===== src/rws_cfg.svh =====
`ifndef RWS_CFG_SVH
`define RWS_CFG_SVH
// Register byte addresses on the Wishbone slave.
`define RWS_A_LVL_FIRST   8'h16
`define RWS_A_LVL_SECOND  8'h36
`define RWS_A_GATE        8'h5E
`define RWS_A_CMD         8'h00
`define RWS_A_OPT_FIRST   8'h04
`define RWS_A_OPT_SECOND  8'h08
`define RWS_A_WIN_FIRST   8'h0C
`define RWS_A_WIN_SECOND  8'h10
`define RWS_A_IDT_FIRST   8'h14
`define RWS_A_IDT_SECOND  8'h18
`define RWS_A_PER_FIRST   8'h1C
`define RWS_A_PER_SECOND  8'h20
`define RWS_A_CCA_PER     8'h24
`define RWS_A_WAKE_SEQ    8'h28
`define RWS_A_NODE_ID     8'h2C
`define RWS_A_MATCH       8'h30
`define RWS_A_PAYLEN      8'h34
`define RWS_A_STATUS      8'h38
`define RWS_A_PAYLOAD     8'h3C
// Field positions.
`define RWS_GATE_EN_BIT   2
`define RWS_CMD_RX        2'h1
`define RWS_CMD_DUTY      2'h2
`define RWS_MODE_CONT     2'h0
`define RWS_MODE_ENERGY   2'h1
`define RWS_MODE_PATTERN  2'h2
// One window tick is 1 ms at the 10 MHz clock.
`define RWS_TICK_NS       1000000
`define RWS_CLK_NS        100
`define RWS_TICK_CYC      (`RWS_TICK_NS / `RWS_CLK_NS)
`define RWS_ZERO8         8'h00
`endif


===== src/rws_pkg.sv =====
package rws_pkg;
  typedef enum logic [2:0] {
    RWS_IDLE, RWS_LISTEN, RWS_ID_SEARCH, RWS_BUFFER, RWS_CONT, RWS_SLEEP
  } rws_state_e;
  // Per-profile options: mode, CLOCK_DATA_RECOVERY enable, pin selects, bandwidth.
  typedef struct packed {
    logic [1:0] bw_sel;
    logic       freq_sel;
    logic       amp_sel;
    logic       cdr_en;
    logic       duty_en;
    logic [1:0] mode;
  } rws_opt_s;
  typedef struct packed {
    logic [4:0] thresh;
    logic [5:0] length;
    logic       split;
  } rws_match_s;
endpackage : rws_pkg


===== src/rws_sequencer.sv =====
`timescale 1ns/100ps
`include "rws_cfg.svh"
// Behaviour
// - Mode 00: continuous receive with clock/data out.
// - Mode 01: energy wake raises interrupt above level.
// - Energy mode window timer; 0x00 gives one sample.
// - Clock recovery off until energy found.
// - After energy, search joined identifier, 32 bits max.
// - Identifier timer expiry returns to duty listen, or to standby outside duty.
// - Unbuffered match interrupts; controller takes clock/data pins.
// - Nonzero payload count buffers bits before interrupt.
// - Mode 10: correlation against sequence and identifier.
// - Match length and per-bit threshold govern correlation.
// - Single joined sequence up to 32, or sequence then identifier.
// - Pattern mode window timer bounds sequence search.
// - Identifier timer restarts on each sequence hit.
// - Identifier timer expiry alone: return to standby, or sleep under duty.
// - Plain receive expiry goes standby; controller recommands.
// - Duty listen restarts receiver every profile period.
// - Two independent receive profiles.
// - Two profile periods plus channel-check period timers.
// - Gate bit blocks FSK until RSSI over level.
// - One wake level serves FSK gate and OOK slicer.
// - Bandwidth field selects 100/200/300 kHz.
// - Amplitude pin: filtered RSSI or sliced OOK.
// - Frequency pin: discriminator or sliced FSK.
// - First profile wins collisions; second queued.
module rws_sequencer
  import rws_pkg::*;
(
  input  wire logic        clk_i,
  input  wire logic        rst_i,
  input  wire logic        cyc_i,
  input  wire logic        stb_i,
  input  wire logic        we_i,
  input  wire logic [7:0]  adr_i,
  input  wire logic [3:0]  sel_i,
  input  wire logic [31:0] dat_i,
  output logic      [31:0] dat_o,
  output logic             ack_o,
  input  wire logic [7:0]  rssi_i,
  input  wire logic        ook_slice_i,
  input  wire logic        fsk_slice_i,
  input  wire logic        rx_bit_i,
  input  wire logic        rx_clk_i,
  output logic             rx_en_o,
  output logic             profile_o,
  output logic             cdr_en_o,
  output logic             fsk_det_en_o,
  output logic [7:0]       ook_ref_o,
  output logic [1:0]       bw_sel_o,
  output logic             amplitude_pin_select_o,
  output logic             frequency_pin_select_o,
  output logic             cca_tick_o,
  output logic             recovered_clock_pin_o,
  output logic             payload_data_pin_o,
  output logic             irq_o
);
  logic [7:0]  lvl_q [2];
  logic [7:0]  gate_q;
  rws_opt_s    opt_q [2];
  logic [7:0]  win_q [2];
  logic [7:0]  idt_q [2];
  logic [15:0] per_q [2];
  logic [15:0] cca_per_q;
  logic [15:0] wake_seq_q;
  logic [15:0] node_id_q;
  rws_match_s  match_q;
  logic [7:0]  paylen_q;
  logic [1:0]  cmd_q;
  logic        cmd_stb;
  logic        irq_q;
  logic [31:0] payload_q;
  logic        ack_q;
  rws_state_e  st_q;
  logic        prof_q;
  logic [1:0]  pend_q;
  logic        duty_q;

  function automatic logic hit(input logic [7:0] a);
    hit = cyc_i && stb_i && (adr_i == a);
  endfunction : hit

  // Link clock sampled by three flops; edge once last two agree.
  logic [2:0] rclk_sync_q;
  logic [2:0] rbit_sync_q;
  logic       rclk_lvl_q;
  logic       rbit_lvl_q;
  logic       bit_stb;
  always_ff @(posedge clk_i) begin
    if (rst_i) begin
      rclk_sync_q <= 3'h0;
      rbit_sync_q <= 3'h0;
    end else begin
      rclk_sync_q <= {rclk_sync_q[1:0], rx_clk_i};
      rbit_sync_q <= {rbit_sync_q[1:0], rx_bit_i};
    end
  end
  always_ff @(posedge clk_i) begin
    if (rst_i) begin
      rclk_lvl_q <= 1'b0;
      rbit_lvl_q <= 1'b0;
    end else begin
      if (rclk_sync_q[2] == rclk_sync_q[1]) rclk_lvl_q <= rclk_sync_q[2];
      if (rbit_sync_q[2] == rbit_sync_q[1]) rbit_lvl_q <= rbit_sync_q[2];
    end
  end
  assign bit_stb = (rclk_sync_q[2] == rclk_sync_q[1]) && rclk_sync_q[2] && !rclk_lvl_q;

  // Wishbone classic slave: ack one cycle after strobe, dropped next.
  always_ff @(posedge clk_i) begin
    if (rst_i) ack_q <= 1'b0;
    else ack_q <= cyc_i && stb_i && !ack_q;
  end
  assign ack_o = ack_q;
  wire wr = cyc_i && stb_i && we_i && ack_q && sel_i[0];
  assign cmd_stb = wr && (adr_i == `RWS_A_CMD);

  always_ff @(posedge clk_i) begin
    if (rst_i) begin
      lvl_q[0] <= `RWS_ZERO8;
      lvl_q[1] <= `RWS_ZERO8;
      gate_q <= `RWS_ZERO8;
      opt_q[0] <= '0;
      opt_q[1] <= '0;
      win_q[0] <= `RWS_ZERO8;
      win_q[1] <= `RWS_ZERO8;
      idt_q[0] <= `RWS_ZERO8;
      idt_q[1] <= `RWS_ZERO8;
      per_q[0] <= 16'h0000;
      per_q[1] <= 16'h0000;
      cca_per_q <= 16'h0000;
      wake_seq_q <= 16'h0000;
      node_id_q <= 16'h0000;
      match_q <= '0;
      paylen_q <= `RWS_ZERO8;
      cmd_q <= 2'h0;
    end else if (wr) begin
      if (hit(`RWS_A_LVL_FIRST))  lvl_q[0] <= dat_i[7:0];
      if (hit(`RWS_A_LVL_SECOND)) lvl_q[1] <= dat_i[7:0];
      if (hit(`RWS_A_GATE))       gate_q <= dat_i[7:0];
      if (hit(`RWS_A_OPT_FIRST))  opt_q[0] <= dat_i[7:0];
      if (hit(`RWS_A_OPT_SECOND)) opt_q[1] <= dat_i[7:0];
      if (hit(`RWS_A_WIN_FIRST))  win_q[0] <= dat_i[7:0];
      if (hit(`RWS_A_WIN_SECOND)) win_q[1] <= dat_i[7:0];
      if (hit(`RWS_A_IDT_FIRST))  idt_q[0] <= dat_i[7:0];
      if (hit(`RWS_A_IDT_SECOND)) idt_q[1] <= dat_i[7:0];
      if (hit(`RWS_A_PER_FIRST) && sel_i[1])  per_q[0] <= dat_i[15:0];
      if (hit(`RWS_A_PER_SECOND) && sel_i[1]) per_q[1] <= dat_i[15:0];
      if (hit(`RWS_A_CCA_PER) && sel_i[1])    cca_per_q <= dat_i[15:0];
      if (hit(`RWS_A_WAKE_SEQ) && sel_i[1])   wake_seq_q <= dat_i[15:0];
      if (hit(`RWS_A_NODE_ID) && sel_i[1])    node_id_q <= dat_i[15:0];
      if (hit(`RWS_A_MATCH) && sel_i[1])      match_q <= dat_i[11:0];
      if (hit(`RWS_A_PAYLEN))     paylen_q <= dat_i[7:0];
      if (hit(`RWS_A_CMD))        cmd_q <= dat_i[1:0];
    end
  end

  always_comb begin
    dat_o = 32'h0000_0000;
    if (ack_q && !we_i) begin
      case (adr_i)
        `RWS_A_LVL_FIRST:  dat_o = {24'h000000, lvl_q[0]};
        `RWS_A_LVL_SECOND: dat_o = {24'h000000, lvl_q[1]};
        `RWS_A_GATE:       dat_o = {24'h000000, gate_q};
        `RWS_A_OPT_FIRST:  dat_o = {24'h000000, opt_q[0]};
        `RWS_A_OPT_SECOND: dat_o = {24'h000000, opt_q[1]};
        `RWS_A_WIN_FIRST:  dat_o = {24'h000000, win_q[0]};
        `RWS_A_WIN_SECOND: dat_o = {24'h000000, win_q[1]};
        `RWS_A_IDT_FIRST:  dat_o = {24'h000000, idt_q[0]};
        `RWS_A_IDT_SECOND: dat_o = {24'h000000, idt_q[1]};
        `RWS_A_PER_FIRST:  dat_o = {16'h0000, per_q[0]};
        `RWS_A_PER_SECOND: dat_o = {16'h0000, per_q[1]};
        `RWS_A_CCA_PER:    dat_o = {16'h0000, cca_per_q};
        `RWS_A_WAKE_SEQ:   dat_o = {16'h0000, wake_seq_q};
        `RWS_A_NODE_ID:    dat_o = {16'h0000, node_id_q};
        `RWS_A_MATCH:      dat_o = {20'h00000, match_q};
        `RWS_A_PAYLEN:     dat_o = {24'h000000, paylen_q};
        `RWS_A_CMD:        dat_o = {30'h00000000, cmd_q};
        `RWS_A_STATUS:     dat_o = {24'h000000, irq_q, 1'b0, prof_q, pend_q, st_q};
        `RWS_A_PAYLOAD:    dat_o = payload_q;
        default:           dat_o = 32'h0000_0000;
      endcase
    end
  end

  // Millisecond tick shared by all window and period counters.
  logic [13:0] pre_q;
  wire         tick = (pre_q == 14'(`RWS_TICK_CYC - 1));
  always_ff @(posedge clk_i) begin
    if (rst_i || tick) pre_q <= 14'h0000;
    else pre_q <= pre_q + 14'h0001;
  end

  // Per-profile period timers and the channel-check timer.
  logic [15:0] pcnt_q [2];
  logic [15:0] ccnt_q;
  logic [1:0]  per_exp;
  genvar g;
  generate
    for (g = 0; g < 2; g++) begin : g_per
      assign per_exp[g] = duty_q && opt_q[g].duty_en && tick && (pcnt_q[g] == per_q[g]);
      always_ff @(posedge clk_i) begin
        if (rst_i || !duty_q || per_exp[g]) pcnt_q[g] <= 16'h0000;
        else if (tick && opt_q[g].duty_en) pcnt_q[g] <= pcnt_q[g] + 16'h0001;
      end
    end
  endgenerate
  always_ff @(posedge clk_i) begin
    if (rst_i || !duty_q || (tick && ccnt_q == cca_per_q)) ccnt_q <= 16'h0000;
    else if (tick) ccnt_q <= ccnt_q + 16'h0001;
  end
  assign cca_tick_o = duty_q && tick && (ccnt_q == cca_per_q);

  rws_opt_s   o;
  logic [7:0] lvl;
  logic       energy;
  assign o = opt_q[prof_q];
  assign lvl = lvl_q[prof_q];
  assign energy = rssi_i > lvl;

  // Correlator: shift received bits and compare with threshold of agreement.
  logic [31:0] shr_q;
  logic [5:0]  len;
  logic [31:0] lmask;
  logic [31:0] target;
  logic [5:0]  agree;
  logic        seq_hit;
  logic        id_hit;
  always_ff @(posedge clk_i) begin
    if (rst_i || st_q == RWS_IDLE) shr_q <= 32'h0000_0000;
    else if (bit_stb) shr_q <= {shr_q[30:0], rbit_lvl_q};
  end
  assign len = (match_q.length > 6'd32) ? 6'd32 : match_q.length;
  assign lmask = (len == 6'd32) ? 32'hFFFF_FFFF : ((32'h0000_0001 << len) - 32'h0000_0001);
  assign target = {wake_seq_q, node_id_q};
  // The shifted bits come in as an argument so that callers re-evaluate on every new bit.
  function automatic logic corr(input logic [31:0] sh, input logic [31:0] pat,
                                input logic [31:0] m, input logic [5:0] need);
    logic [5:0] s;
    s = 6'd0;
    for (int i = 0; i < 32; i++) s = s + 6'(m[i] & ~(sh[i] ^ pat[i]));
    corr = (m != 32'h0000_0000) && (s >= need);
  endfunction : corr
  assign agree = (o.mode == `RWS_MODE_PATTERN) ? {1'b0, match_q.thresh} : len;
  assign seq_hit = match_q.split ?
                   corr(shr_q, {16'h0000, wake_seq_q}, lmask & 32'h0000_FFFF, agree) :
                   corr(shr_q, target, lmask, agree);
  assign id_hit  = corr(shr_q, {16'h0000, node_id_q}, lmask & 32'h0000_FFFF, agree);

  logic [7:0] wcnt_q;
  logic [7:0] icnt_q;
  logic [7:0] bcnt_q;
  logic       win_exp;
  logic       id_exp;
  assign win_exp = (win_q[prof_q] == `RWS_ZERO8) || (tick && wcnt_q == win_q[prof_q]);
  assign id_exp  = tick && (icnt_q == idt_q[prof_q]);

  // Sequencer.
  always_ff @(posedge clk_i) begin
    if (rst_i) begin
      st_q <= RWS_IDLE;
      prof_q <= 1'b0;
      duty_q <= 1'b0;
      wcnt_q <= `RWS_ZERO8;
      icnt_q <= `RWS_ZERO8;
      bcnt_q <= `RWS_ZERO8;
      pend_q <= 2'b00;
    end else if (cmd_stb) begin
      duty_q <= (dat_i[1:0] == `RWS_CMD_DUTY);
      st_q <= (dat_i[1:0] == `RWS_CMD_DUTY) ? RWS_SLEEP :
              (dat_i[1:0] == `RWS_CMD_RX) ? ((o.mode == `RWS_MODE_CONT) ? RWS_CONT
                                                                       : RWS_LISTEN)
                                           : RWS_IDLE;
      wcnt_q <= `RWS_ZERO8;
      pend_q <= 2'b00;
    end else begin
      pend_q <= pend_q | per_exp;
      case (st_q)
        RWS_CONT: ;
        RWS_SLEEP: begin
          if (pend_q[0] || per_exp[0]) begin
            prof_q <= 1'b0;
            pend_q[0] <= 1'b0;
            pend_q[1] <= pend_q[1] | per_exp[1];
            st_q <= RWS_LISTEN;
            wcnt_q <= `RWS_ZERO8;
          end else if (pend_q[1] || per_exp[1]) begin
            prof_q <= 1'b1;
            pend_q[1] <= 1'b0;
            st_q <= RWS_LISTEN;
            wcnt_q <= `RWS_ZERO8;
          end
        end
        RWS_LISTEN: begin
          if (tick) wcnt_q <= wcnt_q + 8'h01;
          icnt_q <= `RWS_ZERO8;
          if (o.mode == `RWS_MODE_ENERGY && energy) begin
            if (o.cdr_en && len != 6'd0) st_q <= RWS_ID_SEARCH;
            else st_q <= RWS_BUFFER;
          end else if (o.mode == `RWS_MODE_PATTERN && seq_hit) begin
            st_q <= match_q.split ? RWS_ID_SEARCH : RWS_BUFFER;
          end else if (win_exp) begin
            st_q <= duty_q ? RWS_SLEEP : RWS_IDLE;
          end
          bcnt_q <= `RWS_ZERO8;
        end
        RWS_ID_SEARCH: begin
          if (tick) icnt_q <= icnt_q + 8'h01;
          if (tick) wcnt_q <= wcnt_q + 8'h01;
          if (o.mode == `RWS_MODE_PATTERN && seq_hit && !id_hit)
            icnt_q <= `RWS_ZERO8;
          if ((o.mode == `RWS_MODE_PATTERN) ? id_hit : seq_hit)
            st_q <= RWS_BUFFER;
          else if (id_exp)
            st_q <= duty_q ? RWS_SLEEP : RWS_IDLE;
        end
        RWS_BUFFER: begin
          if (bit_stb) bcnt_q <= bcnt_q + 8'h01;
          if (paylen_q == `RWS_ZERO8 || (bit_stb && bcnt_q + 8'h01 >= paylen_q)) begin
            st_q <= RWS_IDLE;
            duty_q <= 1'b0;
            pend_q <= 2'b00;
          end
        end
        RWS_IDLE: ;
        default: st_q <= RWS_IDLE;
      endcase
    end
  end

  // Payload capture into a read register.
  always_ff @(posedge clk_i) begin
    if (rst_i) payload_q <= 32'h0000_0000;
    else if (st_q == RWS_BUFFER && bit_stb) payload_q <= {payload_q[30:0], rbit_lvl_q};
  end

  // Sticky interrupt level; set wins over the clearing write.
  wire irq_set = (st_q == RWS_BUFFER) &&
                 (paylen_q == `RWS_ZERO8 || (bit_stb && bcnt_q + 8'h01 >= paylen_q));
  always_ff @(posedge clk_i) begin
    if (rst_i) irq_q <= 1'b0;
    else if (irq_set) irq_q <= 1'b1;
    else if (wr && hit(`RWS_A_STATUS) && dat_i[7]) irq_q <= 1'b0;
  end
  assign irq_o = irq_q;

  wire active = (st_q == RWS_LISTEN) || (st_q == RWS_ID_SEARCH) ||
                (st_q == RWS_BUFFER) || (st_q == RWS_CONT);
  always_ff @(posedge clk_i) begin
    if (rst_i) begin
      rx_en_o <= 1'b0;
      profile_o <= 1'b0;
      cdr_en_o <= 1'b0;
      fsk_det_en_o <= 1'b0;
      ook_ref_o <= `RWS_ZERO8;
      bw_sel_o <= 2'h0;
      amplitude_pin_select_o <= 1'b0;
      frequency_pin_select_o <= 1'b0;
      recovered_clock_pin_o <= 1'b0;
      payload_data_pin_o <= 1'b0;
    end else begin
      rx_en_o <= active;
      profile_o <= prof_q;
      cdr_en_o <= active && o.cdr_en &&
                  !(o.mode == `RWS_MODE_ENERGY && st_q == RWS_LISTEN);
      fsk_det_en_o <= active && !(gate_q[`RWS_GATE_EN_BIT] && !energy);
      ook_ref_o <= lvl;
      bw_sel_o <= o.bw_sel;
      amplitude_pin_select_o <= o.amp_sel;
      frequency_pin_select_o <= o.freq_sel;
      recovered_clock_pin_o <= o.cdr_en && (st_q == RWS_CONT || irq_q) && rclk_lvl_q;
      payload_data_pin_o <= o.cdr_en && (st_q == RWS_CONT || irq_q) && rbit_lvl_q;
    end
  end

  chk_ack_one: assert property (@(posedge clk_i) disable iff (rst_i)
    ack_o |=> !ack_o) else $error("ack held two cycles");
  chk_duty_rearm: assert property (@(posedge clk_i) disable iff (rst_i)
    (st_q == RWS_SLEEP && per_exp[0] && !cmd_stb) |=> st_q == RWS_LISTEN)
    else $error("period expiry did not restart listen");
  chk_first_wins: assert property (@(posedge clk_i) disable iff (rst_i)
    (st_q == RWS_SLEEP && per_exp[0] && per_exp[1] && !cmd_stb) |=> !prof_q && pend_q[1])
    else $error("second profile not queued");
  chk_plain_standby: assert property (@(posedge clk_i) disable iff (rst_i)
    (st_q == RWS_LISTEN && !duty_q && win_exp && !energy && !seq_hit && !cmd_stb)
    |=> st_q == RWS_IDLE) else $error("plain receive did not stop");
  chk_gate_block: assert property (@(posedge clk_i) disable iff (rst_i)
    (gate_q[`RWS_GATE_EN_BIT] && !energy) |=> !fsk_det_en_o)
    else $error("fsk detector ran below level");
  chk_cdr_wait: assert property (@(posedge clk_i) disable iff (rst_i)
    (st_q == RWS_LISTEN && o.mode == `RWS_MODE_ENERGY) |=> !cdr_en_o)
    else $error("clock recovery on before energy");
  chk_irq_after_buf: assert property (@(posedge clk_i) disable iff (rst_i)
    $rose(irq_q) |-> $past(st_q) == RWS_BUFFER) else $error("interrupt before buffering");
  chk_cont_hold: assert property (@(posedge clk_i) disable iff (rst_i)
    (st_q == RWS_CONT && !cmd_stb) |=> st_q == RWS_CONT) else $error("continuous receive left");
endmodule : rws_sequencer


===== config.mk =====
export PLATFORM = sky130hd
export DESIGN_NAME = rws_sequencer
export DESIGN_NICKNAME = d
export VERILOG_FILES = /design/src/rws_pkg.sv /design/src/rws_sequencer.sv
export VERILOG_INCLUDE_DIRS = /design/src
export SDC_FILE = /design/constraint.sdc
export NUM_CORES = 1
export LEC_CHECK = 0
export BUFFER_PORTS_ARGS = -buffer_cell sky130_fd_sc_hd__buf_2
export CAP_MARGIN = 20
export CORE_MARGIN = 8
export CORE_UTILIZATION = 30
export CTS_CLUSTER_SIZE = 14
export DETAILED_ROUTE_END_ITERATION = 10
export SLEW_MARGIN = 40
export SYNTH_ARGS = -nofsm -noshare
export SYNTH_HDL_FRONTEND = slang
export SYNTH_SLANG_ARGS = --single-unit

===== constraint.sdc =====
create_clock -name clk_i -period 11.26 [get_ports clk_i]
set_input_delay 0.563 -clock clk_i [delete_from_list [all_inputs] [get_ports clk_i]]
set_output_delay 0.563 -clock clk_i [all_outputs]
set_load 0.005 [all_outputs]

==> qor.csv <==
stage,metric,value,unit
status,status,"complete, no violations",
yosys,Synth top cells by count,"391 x nand2_1, 232 x dfxtp_1, 210 x a21oi_1",
critical_path,Crit path top cell by count,fa_1,
global_routing,first-pass GRT wire length,101,mm
detailed_routing,vias per std cell,5.35,
critical_path,RR Startpoint,match_q[2],
timing,clk_skew,0.0229,ns
pwr,Worst VDD drop,0.127,mV
placement,IO buf count,93,
critical_path,Crit Path Category,register to register,
pwr,Sw Share,0.235,
timing,Max transition margin,0.427,
layout,fin nets,2415,
timing,Fin Hold WS,0.218,ns
timing,Tightest Pin Transition,0.851,ns
placement,routability cong.,0.953,
detailed_routing,Detail Route Antenna Nets,0,
critical_path,Crit path largest cell delay,0.66,ns
yosys,leading area contributor after synthesis,dfxtp_1,
layout,share of cells above drive strength 1,0.103,
yosys,number of flops mapped to enable cells by yosys,128,
min_path,beginning of the worst hold path,rx_bit_i,
critical_path,element type at the critical path end,register,
clock_tree,Post-CTS Setup Inserts,0,
yosys,post-synthesis sequential area ratio,0.435,
clock_tree,CTS tree,done,
critical_path,Crit-path slowest cell,or4b_2,
pwr,cell area power density,127,nW/µm²
detailed_routing,DRC viols,0,
layout,Fill cells,6639,
floorplan,row count,93,
critical_path,Reg-to-Reg End,icnt_q[7],
detailed_routing,WL final,66.8,mm
critical_path,R2R Setup Slk,0.87,ns
timing,f_max,0.0962,GHz
yosys,Synth warnings,0,
clock_tree,CTS Sinks,360,
yosys,cell count after synthesis,2200,
pwr,Logic pwr share,0.028,
yosys,Syn Area/Cell,8.88,µm²
timing,final hold vios,0,
global_routing,vias in the first global route,16200,
timing,Tcrit/Tclk final,0.923,
global_routing,initial antenna violation count,6,
min_path,Hold Crit Depth,2,
placement,placed cell areas,21000,µm²
critical_path,Worst Path Max Fanout,17,
timing,total negative slack,0,ns
floorplan,Core ar.,64500,µm²
placement,post-DP HPWL,49.8,mm
clock_tree,# H-tree levels,2,
yosys,cells taking the most area after synthesis,"dfxtp_1 24%, edfxtp_1 20%, nand2_1 7.5%, a21oi_1 5.4%, xor2_1 4.3%",
timing,"Setup violations, final",0,
floorplan,die area,73500,µm²
critical_path,R2R depth,35,
yosys,Yosys cell types,64,
global_routing,gr ovfl total,0,
layout,area delta synth->final,15.3,%
detailed_routing,vias post-DR,16900,
floorplan,Starting Density,0.303,
global_routing,largest net degree at the start of global routing,78,
yosys,Post-synth top flop,dfxtp_1,
layout,"Design Area, Final",22500,µm²
timing,Max Slew Vio Count,0,
yosys,syn nets,2352,
floorplan,height of the die,271,µm
pwr,Pint,2.19,mW
pwr,switching power,0.676,mW
critical_path,CP Launch Type,register,
clock_tree,CTS Root Cell,clkbuf_16,
pwr,Clock power frac,0.494,
yosys,Post-synth ARST share,0,
floorplan,die width,271,µm
detailed_routing,wire per inst,21.2,µm
timing,RSZ-0062 raised after global routing,false,
min_path,WHS Endpoint,rbit_sync_q[0],
clock_tree,hold_buf cts,0,
pwr,Reg power frac,0.478,
critical_path,WP data required,11.78,ns
clock_tree,clk slew on worst S/H paths,0.06,ns
global_routing,Total GRT Usage,0.176,
detailed_routing,First-pass DRT Iterations,8,
timing,clock period minus final worst setup slack,10.39,ns
yosys,Yosys reg bits,360,
clock_tree,post-CTS sizing,0,
clock_tree,Skew-Pair Late Insertion Delay,0.59,ns
pwr,leak pwr,8.16,nW
min_path,HP Class,primary input to register,
pwr,Design Power,2.87,mW
detailed_routing,Iter 0 DRT Violations,1974,
yosys,Synth top area share,0.238,
yosys,"Cell Area, Synth",19500,µm²
clock_tree,CTS buffer count,44,
critical_path,critical path arrival,10.91,ns
clock_tree,Max clock buf depth,3,
floorplan,# IOs,114,
yosys,most numerous cell in the Yosys netlist,nand2_1,
run,max-cap violation count,0,
how the worst max path moves through the flow:
stage	cells past startpoint	start	end	slack, ns
final	35	match_q[2]	icnt_q[7]	0.87
after floorplan	37	match_q[4]	icnt_q[7]	1.86
after detailed placement	35	match_q[2]	icnt_q[7]	0.91
after CTS	35	match_q[2]	icnt_q[7]	0.87
after global placement	35	match_q[2]	icnt_q[7]	1.09
after global routing	35	match_q[2]	icnt_q[7]	0.38
layout make-up:
type / instances / area (µm²) / area share
tap: 855 / 1070 / 0.0475
inverter: 70 / 263 / 0.0117
antenna: 1 / 2.50 / 0.000111
timing repair buffer: 130 / 762 / 0.0338
sequential: 360 / 8490 / 0.377
clock inverter: 20 / 228 / 0.0101
multi-input combinational: 1657 / 10500 / 0.466
clock buffer: 61 / 1210 / 0.0540
critical path, delay by kind of cell, from the launching register on:
| kind | cells | cell delay (ns) |
|---|---|---|
| simple gates | 6 | 2.39 |
| xor+xnor | 1 | 0.13 |
| fa+ha+maj | 12 | 5.33 |
| flops | 1 | 0.31 |
| compound gates | 11 | 1.77 |
| buf+inv | 5 | 0.38 |
kinds of logic (layout without fill, tap and decap cells):
logic type               count (synthesis)  after routing  share of synthesized area
AO/OA/AOI/OAI                          435            435                      0.142
XOR/XNOR                               187            187                     0.0838
adder cells (fa/ha/maj)                 91             91                     0.0706
buffers and inverters                  183            281                     0.0352
flip-flops                             360            360                      0.435
multiplexers                            35             35                     0.0181
other                                    0              1                          0
AND/OR/NAND/NOR                        909            909                      0.216
state kept, by name, indices dropped and copies added (netlist names), 3 cells and up, named ones only:
| signal | count |
|---|---|
| bcnt_q | 8 |
| cca_per_q | 16 |
| ccnt_q | 16 |
| gate_q | 8 |
| icnt_q | 8 |
| idt_q | 16 |
| lvl_q | 16 |
| match_q | 12 |
| node_id_q | 16 |
| ook_ref_o | 8 |
| opt_q | 16 |
| paylen_q | 8 |
| payload_q | 32 |
| pcnt_q | 32 |
| per_q | 32 |
| pre_q | 14 |
| rbit_sync_q | 3 |
| rclk_sync_q | 3 |
| shr_q | 32 |
| st_q | 3 |
| wake_seq_q | 16 |
| wcnt_q | 8 |
| win_q | 16 |
layout by cell type, fill, tap and decap left out, types with 18 or more instances in the layout:
cell type	instances
nor2b_1	25
a21oi_1	210
nand3_1	69
nor3_1	29
edfxtp_1	128
mux2i_1	32
clkbuf_16	44
buf_2	92
o21ai_0	45
a22oi_1	40
fa_1	32
xnor2_1	90
xor2_1	97
a22o_1	21
nand2_1	391
dfxtp_1	231
inv_1	70
ha_1	59
nor2_1	171
nand4_1	24
and2_1	79
a221oi_1	18
buf_4	36
and3_1	25
layer usage:
| layer | routed length [µm] | track usage | share of wire |
|---|---|---|---|
| met1 | 29300 | 0.244 | 0.44 |
| met2 | 29500 | 0.270 | 0.44 |
| met3 | 5490 | 0.0344 | 0.082 |
| met4 | 2430 | 0.0647 | 0.036 |
| met5 | 37 | 0 | 0.00055 |
metrics by stage:
stage	setup slack [ns]	util	std cells
floorplan	1.86	-	2200
global placement	1.09	0.325	3070
detailed placement	0.909	0.326	3071
CTS	0.872	0.349	3152
global route	0.379	0.349	3154
finish	0.869	0.349	3154
power by group through the flow:
stage / registers, mW / clock network (mW) / logic, mW
after floorplan: 1.39 / 0 / 0.0425
after global placement: 1.40 / 0 / 0.0766
after detailed placement: 1.40 / 0 / 0.0789
after CTS: 1.37 / 1.44 / 0.0791
after global routing: 1.37 / 1.50 / 0.0867
final: 1.37 / 1.42 / 0.0814
Note: power is estimated with default switching activity, not from simulation.
